### config.mk
export PLATFORM = sky130hd
export DESIGN_NAME = power_monitor_i2c_slave
export DESIGN_NICKNAME = d
export VERILOG_FILES = /design/src/core/line_sync.v /design/src/core/strap_decode.v /design/src/core/power_monitor_i2c_slave.v
export VERILOG_INCLUDE_DIRS = /design/src /design/src/core
export SDC_FILE = /design/constraint.sdc
export NUM_CORES = 1
export LEC_CHECK = 0
export BUFFER_PORTS_ARGS = -buffer_cell sky130_fd_sc_hd__buf_2
export CAP_MARGIN = 10
export CORE_MARGIN = 1
export CORE_UTILIZATION = 65
export CTS_BUF_LIST = sky130_fd_sc_hd__clkbuf_4 sky130_fd_sc_hd__clkbuf_8
export CTS_CLUSTER_SIZE = 20
export DETAILED_ROUTE_END_ITERATION = 7
export GPL_TIMING_DRIVEN = 0
export PLACE_DENSITY = 0.86
export SLEW_MARGIN = 5
export SYNTH_ARGS = -nofsm -noshare
export SYNTH_HDL_FRONTEND = slang
export SYNTH_SLANG_ARGS = --single-unit
### constraint.sdc
create_clock -name core_clk -period 7.7 [get_ports core_clk]
set_input_delay 1.155 -clock core_clk [delete_from_list [all_inputs] [get_ports core_clk]]
set_output_delay 1.155 -clock core_clk [all_outputs]
set_load 0.02 [all_outputs]
### src/core/pm_i2c_regs.vh
`ifndef PM_I2C_REGS_VH
`define PM_I2C_REGS_VH

// Core clock rate used to turn times into cycle counts
`define PM_CLK_MHZ 100
// Spike suppression time on the lines, standard and high-speed
`define PM_T_SPIKE_STD_NS 40
`define PM_T_SPIKE_HS_NS 10
// Least times round up to whole cycles
`define PM_FILT_STD_CYC ((`PM_T_SPIKE_STD_NS * `PM_CLK_MHZ + 999) / 1000)
`define PM_FILT_HS_CYC ((`PM_T_SPIKE_HS_NS * `PM_CLK_MHZ + 999) / 1000)
// Cycles after reset during which a START is disregarded
`define PM_PWRUP_CYCLES 16'h0010
// Fixed upper bits of the slave address
`define PM_ADDR_PREFIX 3'h4
// Broadcast slave address 0111 111
`define PM_BCAST_ADDR 7'h3f
// Upper five bits of the high-speed master code 0000 1xxx
`define PM_MCODE_PREFIX 5'h01
// Word pointer after reset
`define PM_PTR_RESET 8'h00
// Highest word location that holds useful data
`define PM_PTR_MAX_VALID 8'h09
// Strap codes of an address-select pin
`define PM_STRAP_GND 2'h0
`define PM_STRAP_VCC 2'h1
`define PM_STRAP_SDA 2'h2
`define PM_STRAP_SCL 2'h3

`endif

### src/core/line_sync.v
`timescale 1ns/1ns
`default_nettype none

// Two-flop synchroniser followed by a stability filter whose length
// depends on the bus speed mode.
module line_sync #(
  parameter [3:0] STD_LEN = 4'h4,
  parameter [3:0] HS_LEN = 4'h1
) (
  input wire core_clk,
  input wire reset,
  input wire pin_in,
  input wire hs,
  output wire sync_out,
  output wire filt_out
);

  reg meta_ff;
  reg sync_ff;
  reg filt_ff;
  reg [3:0] cnt_ff;
  wire [3:0] len;

  assign len = hs ? HS_LEN : STD_LEN;
  assign sync_out = sync_ff;
  assign filt_out = filt_ff;

  always @(posedge core_clk or posedge reset)
  begin
    if (reset)
    begin
      meta_ff <= 1'b1;
      sync_ff <= 1'b1;
      filt_ff <= 1'b1;
      cnt_ff <= 4'h0;
    end
    else
    begin
      meta_ff <= pin_in;
      sync_ff <= meta_ff;
      // Output follows only after the new level has held len cycles
      if (sync_ff == filt_ff)
        cnt_ff <= 4'h0;
      else if (cnt_ff + 4'h1 >= len)
      begin
        filt_ff <= sync_ff;
        cnt_ff <= 4'h0;
      end
      else
        cnt_ff <= cnt_ff + 4'h1;
    end
  end

endmodule // line_sync

`default_nettype wire

### src/core/strap_decode.v
`timescale 1ns/1ns
`default_nettype none
`include "pm_i2c_regs.vh"

// Works out what each address-select pin is tied to by watching it
// against the bus lines. Evidence only accumulates, so the address
// settles once the bus has toggled.
module strap_decode (
  input wire core_clk,
  input wire reset,
  input wire addr_select_pin_low,
  input wire addr_select_pin_high,
  input wire sda_sync,
  input wire scl_sync,
  output wire [6:0] slave_addr
);

  wire [1:0] pins;
  wire [3:0] codes;
  reg [6:0] addr_ff;
  reg [1:0] vld_ff;

  assign pins = {addr_select_pin_high, addr_select_pin_low};
  assign slave_addr = addr_ff;

  genvar i;
  generate
    for (i = 0; i < 2; i = i + 1)
    begin : g_pin
      reg meta_ff;
      reg sync_ff;
      reg seen_hi_ff;
      reg seen_lo_ff;
      reg diff_sda_ff;
      reg diff_scl_ff;
      always @(posedge core_clk or posedge reset)
      begin
        if (reset)
        begin
          meta_ff <= 1'b0;
          sync_ff <= 1'b0;
          seen_hi_ff <= 1'b0;
          seen_lo_ff <= 1'b0;
          diff_sda_ff <= 1'b0;
          diff_scl_ff <= 1'b0;
        end
        else
        begin
          meta_ff <= pins[i];
          sync_ff <= meta_ff;
          // Reset values still in the synchronisers are not evidence
          if (vld_ff[1])
          begin
            if (sync_ff)
              seen_hi_ff <= 1'b1;
            else
              seen_lo_ff <= 1'b1;
            if (sync_ff != sda_sync)
              diff_sda_ff <= 1'b1;
            if (sync_ff != scl_sync)
              diff_scl_ff <= 1'b1;
          end
        end
      end
      assign codes[2*i+1:2*i] = !seen_hi_ff ? `PM_STRAP_GND :
                                !seen_lo_ff ? `PM_STRAP_VCC :
                                !diff_sda_ff ? `PM_STRAP_SDA :
                                `PM_STRAP_SCL;
    end
  endgenerate

  always @(posedge core_clk or posedge reset)
  begin
    if (reset)
    begin
      vld_ff <= 2'h0;
      addr_ff <= {`PM_ADDR_PREFIX, `PM_STRAP_GND, `PM_STRAP_GND};
    end
    else
    begin
      vld_ff <= {vld_ff[0], 1'b1};
      addr_ff <= {`PM_ADDR_PREFIX, codes[3:2], codes[1:0]};
    end
  end

endmodule // strap_decode

`default_nettype wire

### src/core/power_monitor_i2c_slave.v
`timescale 1ns/1ns
`default_nettype none
`include "pm_i2c_regs.vh"

module power_monitor_i2c_slave #(
  parameter [15:0] PWRUP_CYCLES = `PM_PWRUP_CYCLES
) (
  input wire core_clk,
  input wire reset,
  input wire scl_in,
  input wire sda_in,
  output wire sda_out,
  output wire sda_oe,
  input wire addr_select_pin_low,
  input wire addr_select_pin_high,
  output wire [7:0] reg_ptr,
  input wire [15:0] rd_data,
  output wire [15:0] wr_data,
  output wire wr_strobe,
  output wire hs_mode,
  output wire busy
);

  localparam [2:0] ST_IDLE = 3'h0;
  localparam [2:0] ST_ADDR = 3'h1;
  localparam [2:0] ST_WORD = 3'h2;
  localparam [2:0] ST_WDATA = 3'h3;
  localparam [2:0] ST_RDATA = 3'h4;
  localparam [2:0] ST_IGNORE = 3'h5;

  localparam integer FILT_STD_N = `PM_FILT_STD_CYC;
  localparam integer FILT_HS_N = `PM_FILT_HS_CYC;
  localparam [3:0] FILT_STD = FILT_STD_N[3:0];
  localparam [3:0] FILT_HS = FILT_HS_N[3:0];

  reg [2:0] state_ff;
  reg [3:0] bitcnt_ff;
  reg [7:0] shift_ff;
  reg [7:0] tx_ff;
  reg [7:0] word_lo_ff;
  reg ack_phase_ff;
  reg byte_lo_ff;
  reg rw_ff;
  reg master_ack_ff;
  reg sda_oe_ff;
  reg [7:0] ptr_ff;
  reg [15:0] wr_data_ff;
  reg wr_strobe_ff;
  reg hs_ff;
  reg busy_ff;
  reg [15:0] pwr_cnt_ff;
  reg ready_ff;
  reg scl_prev_ff;
  reg sda_prev_ff;

  wire scl_f;
  wire sda_f;
  wire scl_s;
  wire sda_s;
  wire [6:0] own_addr;
  wire scl_rise;
  wire scl_fall;
  wire start_det;
  wire stop_det;
  wire is_mcode;
  wire own_hit;
  wire bcast_hit;

  // Open-drain data pin: only ever pulls low
  assign sda_out = 1'b0;
  assign sda_oe = sda_oe_ff;
  assign reg_ptr = ptr_ff;
  assign wr_data = wr_data_ff;
  assign wr_strobe = wr_strobe_ff;
  assign hs_mode = hs_ff;
  assign busy = busy_ff;

  // Clock comes from the master and is only sampled here
  line_sync #(
    .STD_LEN(FILT_STD),
    .HS_LEN(FILT_HS)
  ) u_scl_sync (
    .core_clk(core_clk),
    .reset(reset),
    .pin_in(scl_in),
    .hs(hs_ff),
    .sync_out(scl_s),
    .filt_out(scl_f)
  );

  line_sync #(
    .STD_LEN(FILT_STD),
    .HS_LEN(FILT_HS)
  ) u_sda_sync (
    .core_clk(core_clk),
    .reset(reset),
    .pin_in(sda_in),
    .hs(hs_ff),
    .sync_out(sda_s),
    .filt_out(sda_f)
  );

  strap_decode u_strap (
    .core_clk(core_clk),
    .reset(reset),
    .addr_select_pin_low(addr_select_pin_low),
    .addr_select_pin_high(addr_select_pin_high),
    .sda_sync(sda_s),
    .scl_sync(scl_s),
    .slave_addr(own_addr)
  );

  assign scl_rise = scl_f & ~scl_prev_ff;
  assign scl_fall = ~scl_f & scl_prev_ff;
  // Data moving with the clock high is a bus condition, not data
  assign start_det = scl_f & scl_prev_ff & sda_prev_ff & ~sda_f;
  assign stop_det = scl_f & scl_prev_ff & ~sda_prev_ff & sda_f;
  assign is_mcode = shift_ff[7:3] == `PM_MCODE_PREFIX;
  assign own_hit = shift_ff[7:1] == own_addr;
  assign bcast_hit = (shift_ff[7:1] == `PM_BCAST_ADDR) & ~shift_ff[0];

  always @(posedge core_clk or posedge reset)
  begin
    if (reset)
    begin
      pwr_cnt_ff <= 16'h0000;
      ready_ff <= 1'b0;
      scl_prev_ff <= 1'b1;
      sda_prev_ff <= 1'b1;
    end
    else
    begin
      scl_prev_ff <= scl_f;
      sda_prev_ff <= sda_f;
      if (!ready_ff)
      begin
        if (pwr_cnt_ff + 16'h0001 >= PWRUP_CYCLES)
          ready_ff <= 1'b1;
        pwr_cnt_ff <= pwr_cnt_ff + 16'h0001;
      end
    end
  end

  always @(posedge core_clk or posedge reset)
  begin
    if (reset)
    begin
      state_ff <= ST_IDLE;
      bitcnt_ff <= 4'h0;
      shift_ff <= 8'h00;
      tx_ff <= 8'h00;
      word_lo_ff <= 8'h00;
      ack_phase_ff <= 1'b0;
      byte_lo_ff <= 1'b0;
      rw_ff <= 1'b0;
      master_ack_ff <= 1'b0;
      sda_oe_ff <= 1'b0;
      ptr_ff <= `PM_PTR_RESET;
      wr_data_ff <= 16'h0000;
      wr_strobe_ff <= 1'b0;
      hs_ff <= 1'b0;
      busy_ff <= 1'b0;
    end
    else
    begin
      wr_strobe_ff <= 1'b0;
      busy_ff <= (state_ff != ST_IDLE);
      if (stop_det)
      begin
        // Standby; a STOP also ends high speed
        state_ff <= ST_IDLE;
        sda_oe_ff <= 1'b0;
        ack_phase_ff <= 1'b0;
        bitcnt_ff <= 4'h0;
        hs_ff <= 1'b0;
      end
      else if (start_det && ready_ff)
      begin
        // Repeated START keeps hs_ff as it is
        state_ff <= ST_ADDR;
        sda_oe_ff <= 1'b0;
        ack_phase_ff <= 1'b0;
        bitcnt_ff <= 4'h0;
      end
      else if (scl_rise)
      begin
        if (ack_phase_ff)
        begin
          if (state_ff == ST_RDATA)
            master_ack_ff <= ~sda_f;
        end
        else if (state_ff == ST_ADDR || state_ff == ST_WORD ||
                 state_ff == ST_WDATA)
        begin
          shift_ff <= {shift_ff[6:0], sda_f};
          bitcnt_ff <= bitcnt_ff + 4'h1;
        end
        else if (state_ff == ST_RDATA)
          bitcnt_ff <= bitcnt_ff + 4'h1;
      end
      else if (scl_fall)
      begin
        if (ack_phase_ff)
        begin
          // End of the acknowledge clock
          ack_phase_ff <= 1'b0;
          bitcnt_ff <= 4'h0;
          sda_oe_ff <= 1'b0;
          case (state_ff)
            ST_ADDR:
            begin
              if (rw_ff)
              begin
                // Current-address or random read from the pointer
                state_ff <= ST_RDATA;
                tx_ff <= rd_data[15:8];
                word_lo_ff <= rd_data[7:0];
                byte_lo_ff <= 1'b0;
                sda_oe_ff <= ~rd_data[15];
              end
              else
                state_ff <= ST_WORD;
            end
            ST_WORD:
            begin
              state_ff <= ST_WDATA;
              byte_lo_ff <= 1'b0;
            end
            ST_WDATA:
            begin
              if (!byte_lo_ff)
                byte_lo_ff <= 1'b1;
              else
                state_ff <= ST_IGNORE;
            end
            ST_RDATA:
            begin
              if (!master_ack_ff)
                state_ff <= ST_IGNORE;
              else if (!byte_lo_ff)
              begin
                tx_ff <= word_lo_ff;
                byte_lo_ff <= 1'b1;
                sda_oe_ff <= ~word_lo_ff[7];
              end
              else
              begin
                // Master kept acknowledging: stream the next word
                tx_ff <= rd_data[15:8];
                word_lo_ff <= rd_data[7:0];
                byte_lo_ff <= 1'b0;
                sda_oe_ff <= ~rd_data[15];
              end
            end
            default:
              state_ff <= ST_IGNORE;
          endcase
        end
        else if (bitcnt_ff == 4'h8)
        begin
          case (state_ff)
            ST_ADDR:
            begin
              if (is_mcode)
              begin
                // Master code is never acknowledged
                hs_ff <= 1'b1;
                state_ff <= ST_IGNORE;
              end
              else if (own_hit || bcast_hit)
              begin
                rw_ff <= shift_ff[0];
                ack_phase_ff <= 1'b1;
                sda_oe_ff <= 1'b1;
              end
              else
                state_ff <= ST_IGNORE;
            end
            ST_WORD:
            begin
              ptr_ff <= shift_ff;
              ack_phase_ff <= 1'b1;
              sda_oe_ff <= 1'b1;
            end
            ST_WDATA:
            begin
              if (!byte_lo_ff)
                wr_data_ff[15:8] <= shift_ff;
              else
              begin
                wr_data_ff[7:0] <= shift_ff;
                wr_strobe_ff <= 1'b1;
              end
              ack_phase_ff <= 1'b1;
              sda_oe_ff <= 1'b1;
            end
            ST_RDATA:
            begin
              // Release so the master can acknowledge
              ack_phase_ff <= 1'b1;
              sda_oe_ff <= 1'b0;
              master_ack_ff <= 1'b0;
              if (byte_lo_ff)
                ptr_ff <= ptr_ff + 8'h01;
            end
            default:
              state_ff <= ST_IGNORE;
          endcase
        end
        else if (state_ff == ST_RDATA)
        begin
          // Next bit goes out just after the falling edge
          tx_ff <= {tx_ff[6:0], 1'b0};
          sda_oe_ff <= ~tx_ff[6];
        end
      end
    end
  end

endmodule // power_monitor_i2c_slave

`default_nettype wire

==> results.cfg <==
[finish]
synthToLayoutAreaGrowth_pct = 11.5
antenna_cells = 0
final_core_util_pct = 76.4
drive_above_1_share_pct = 22.4
nets = 601

[synth]
synth.area.top_cells = dfrtp_1 (48%), mux2_2 (8.3%), dfstp_2 (3.9%), ha_1 (3.0%), xnor2_1 (2.6%)
yosys_warnings = 0
synth_cell_type_count = 61
avgSynthCellArea_um2 = 10.7
syn_inst = 503
synth_area_mm2 = 0.00541
yosysTopAreaCell = dfrtp_1
synth-edff-count = 0
ys_seq_area_share_pct = 51.6
ys.flop_type = dfrtp_1
synth-seq-cells = 111
yosysTopAreaCellShare_pct = 47.7
async_flop_share_pct = 100

[critical_path]
path_cells = inv_1, ha_1, nand2b_1, nor3b_4, nand2_1, nor4_4, mux2_2
path_max_fanout = 9
r2r_slack_ns = 4.91
crit_required_ns = 7.95
worstSetupPathType = register to register
reg2reg_depth = 7
critPathArrivalTime_ns = 3.04
critPathMaxStageDelay_ns = 0.62
reg2reg_from = scl_prev_ff$_DFF_PP1_
worstSetupEndpointType = register
cpMaxStageDelayCell = nor4_4
startpoint_type = register
r2r-end = wr_data[1]$_DFFE_PP0P_

[placement]
hpwl_um = 7720
gp_congestion = 0.895
io_buffers = 49

[timing]
finalClockSkew_ns = 0.0161
post-route-period-util_pct = 36.2
tightest_slew_ns = 0.738
min_period_ns = 2.79
maxSlewHeadroom_pct = 50.8
setup_viol = 0
fin_setup_tns_ns = 0
rsz0062_at_grt = no
hold_viol = 0
timing.fmax_mhz = 358
slew_viol_final = 0

[clock_tree]
hold_buffers = 0
htreeDepth = 3
cts_root_buffer = clkbuf_8
cts_resized = 0
clock-sinks = 111
clk_latency_ns = 0.37
post_cts_buffers = 0
cts_max_path_buffers = 2
tritoncts = built
numCtsBuffers = 9
clk_pin_slew_ns = 0.11

[global_route]
grt_first_pass_wirelength_um = 18800
gr-total-overflow = 0
grt_max_degree = 60
antenna_found_initial = 0
grt_pass1_vias = 4075
track_usage_pct = 27.7

[die]
dieArea_mm2 = 0.00868
num_rows = 32
ioPinCount = 51
start_util_pct = 68.5
core_mm2 = 0.00789
die_x_um = 93.2
die_h_um = 93.2

[routing]
routed_wl_um = 11000
vias = 4060
drtAntennaViolNets = 0
wl_per_cell_um = 16.4
via_per_inst = 6.03
drtIter0Drc = 275
drtPass1Iterations = 5
drc_errors = 0

[worst_hold_path]
hold_end = u_strap.vld_ff[1]$_DFF_PP0_
min_from = u_strap.vld_ff[0]$_DFF_PP0_
hold_path_depth = 0
hold_path_class = register to register

[power_and_ir_drop]
power.leakage_nw = 2.80
irDropWorstVdd_mv = 0.185
powerDensity_mw_per_mm2 = 208

[run]
drv_cap = 0

[run_status]
outcome = complete, no violations
[metrics by stage]
step                area, µm²  power (mW)  setup WS [ns]  hold slack [ns]  std cells
floorplan                5410       0.819           3.63            0.331        505
detailed placement       5820       0.884           4.93            0.340        657
finish                   6030        1.25           4.91            0.358        673
global placement         5790       0.869           2.52            0.331        656
global route             6030        1.31           4.74            0.372        673
CTS                      6030        1.25           4.91            0.363        673
[worst max path at each step]
stage | cells past startpoint | slack (ns) | startpoint | endpoint
after floorplan | 1 | 3.63 | reset | ack_phase_ff$_DFFE_PP0P_
after global placement | 2 | 2.52 | reset | wr_data[15]$_DFFE_PP0P_
after detailed placement | 7 | 4.93 | scl_prev_ff$_DFF_PP1_ | wr_data[5]$_DFFE_PP0P_
after CTS | 7 | 4.91 | scl_prev_ff$_DFF_PP1_ | wr_data[5]$_DFFE_PP0P_
after global routing | 7 | 4.74 | scl_prev_ff$_DFF_PP1_ | wr_data[1]$_DFFE_PP0P_
final | 7 | 4.91 | scl_prev_ff$_DFF_PP1_ | wr_data[1]$_DFFE_PP0P_
[area by class of cell]
| class | instances | area [µm²] |
|---|---|---|
| inverters | 19 | 73.8 |
| multi-input cells | 353 | 2460 |
| clock inverters | 7 | 87.6 |
| plain buffers | 22 | 92.6 |
| clock buffers | 9 | 124 |
| fillers | 522 | 1860 |
| flip-flops and latches | 111 | 2790 |
| repair buffers | 50 | 273 |
| well taps | 102 | 128 |
[report_power, final]
group	leakage [nW]	internal, mW	switching [mW]
registers	1.40	0.621	0.0474
logic	1.29	0.0851	0.126
clock network	0.108	0.159	0.214
[layout by cell type (no fill, tap or decap), drive strengths merged, types with 5 or more instances in the layout]
| cell type | Yosys | final |
|---|---|---|
| a21oi | 26 | 26 |
| a31oi | 7 | 7 |
| and3 | 5 | 5 |
| buf | 6 | 56 |
| clkbuf | 16 | 25 |
| dfrtp | 103 | 103 |
| dfstp | 8 | 8 |
| ha | 13 | 13 |
| inv | 19 | 23 |
| mux2 | 42 | 42 |
| mux2i | 9 | 9 |
| nand2 | 33 | 33 |
| nand2b | 10 | 10 |
| nand3 | 21 | 21 |
| nand4 | 9 | 9 |
| nor2 | 35 | 35 |
| nor2b | 9 | 9 |
| nor3 | 7 | 7 |
| nor3b | 6 | 6 |
| o21ai | 28 | 28 |
| xnor2 | 16 | 16 |
| xor2 | 12 | 12 |
[per-layer routing]
metal / GRT usage [%] / wire length [µm] / vias to the layer above
li1: - / - / 1912
met1: 35.7 / 4730 / 1980
met2: 45.6 / 5540 / 139
met3: 5.69 / 553 / 29
met4: 11.9 / 222 / 0
met5: 0 / 0 / -
[flip-flops by register name, indices dropped and copies added (netlist names), 3 cells and up]
register	count
bitcnt_ff	4
pwr_cnt_ff	16
reg_ptr	8
shift_ff	8
state_ff	3
tx_ff	7
u_scl_sync.cnt_ff	4
u_sda_sync.cnt_ff	4
u_strap.slave_addr	4
word_lo_ff	8
wr_data	16
[cell families after synthesis]
family	after synthesis	share of synthesized area (%)
adder cells (fa/ha/maj)	13	3.01
XOR/XNOR	28	4.54
multiplexers	51	10.4
buffers and inverters	41	3.03
flip-flops	111	51.6
other	2	0.139
AO/OA/AOI/OAI	101	12.0
AND/OR/NAND/NOR	156	15.3
[critical path, delay by kind of cell, from the launching register on]
family,cells,cell delay [ns]
DFF,1,0.56
and+or+nand+nor,4,1.36
muxes,1,0.40
buffers and inverters,1,0.04
adders and majority gates,1,0.30
[Yosys cell counts (4+ instances only)]
library cell and count:
and2_1 4, nand2_1 33, xor2_1 12, and3_1 5
dfrtp_1 103, o21ai_0 26, xnor2_1 16, mux2i_1 9
buf_2 5, nand3_1 21, mux2_2 40, nand2b_1 10
a31oi_1 7, or3_1 4, nor2_1 34, nor2b_1 9
nor3_1 7, a21oi_1 25, dfstp_2 8, nand4_1 9
nor3b_1 5, inv_1 19, o21a_1 4, ha_1 13
clkbuf_1 16, a21o_1 4
No activity file was read; power rests on OpenSTA's default activity.
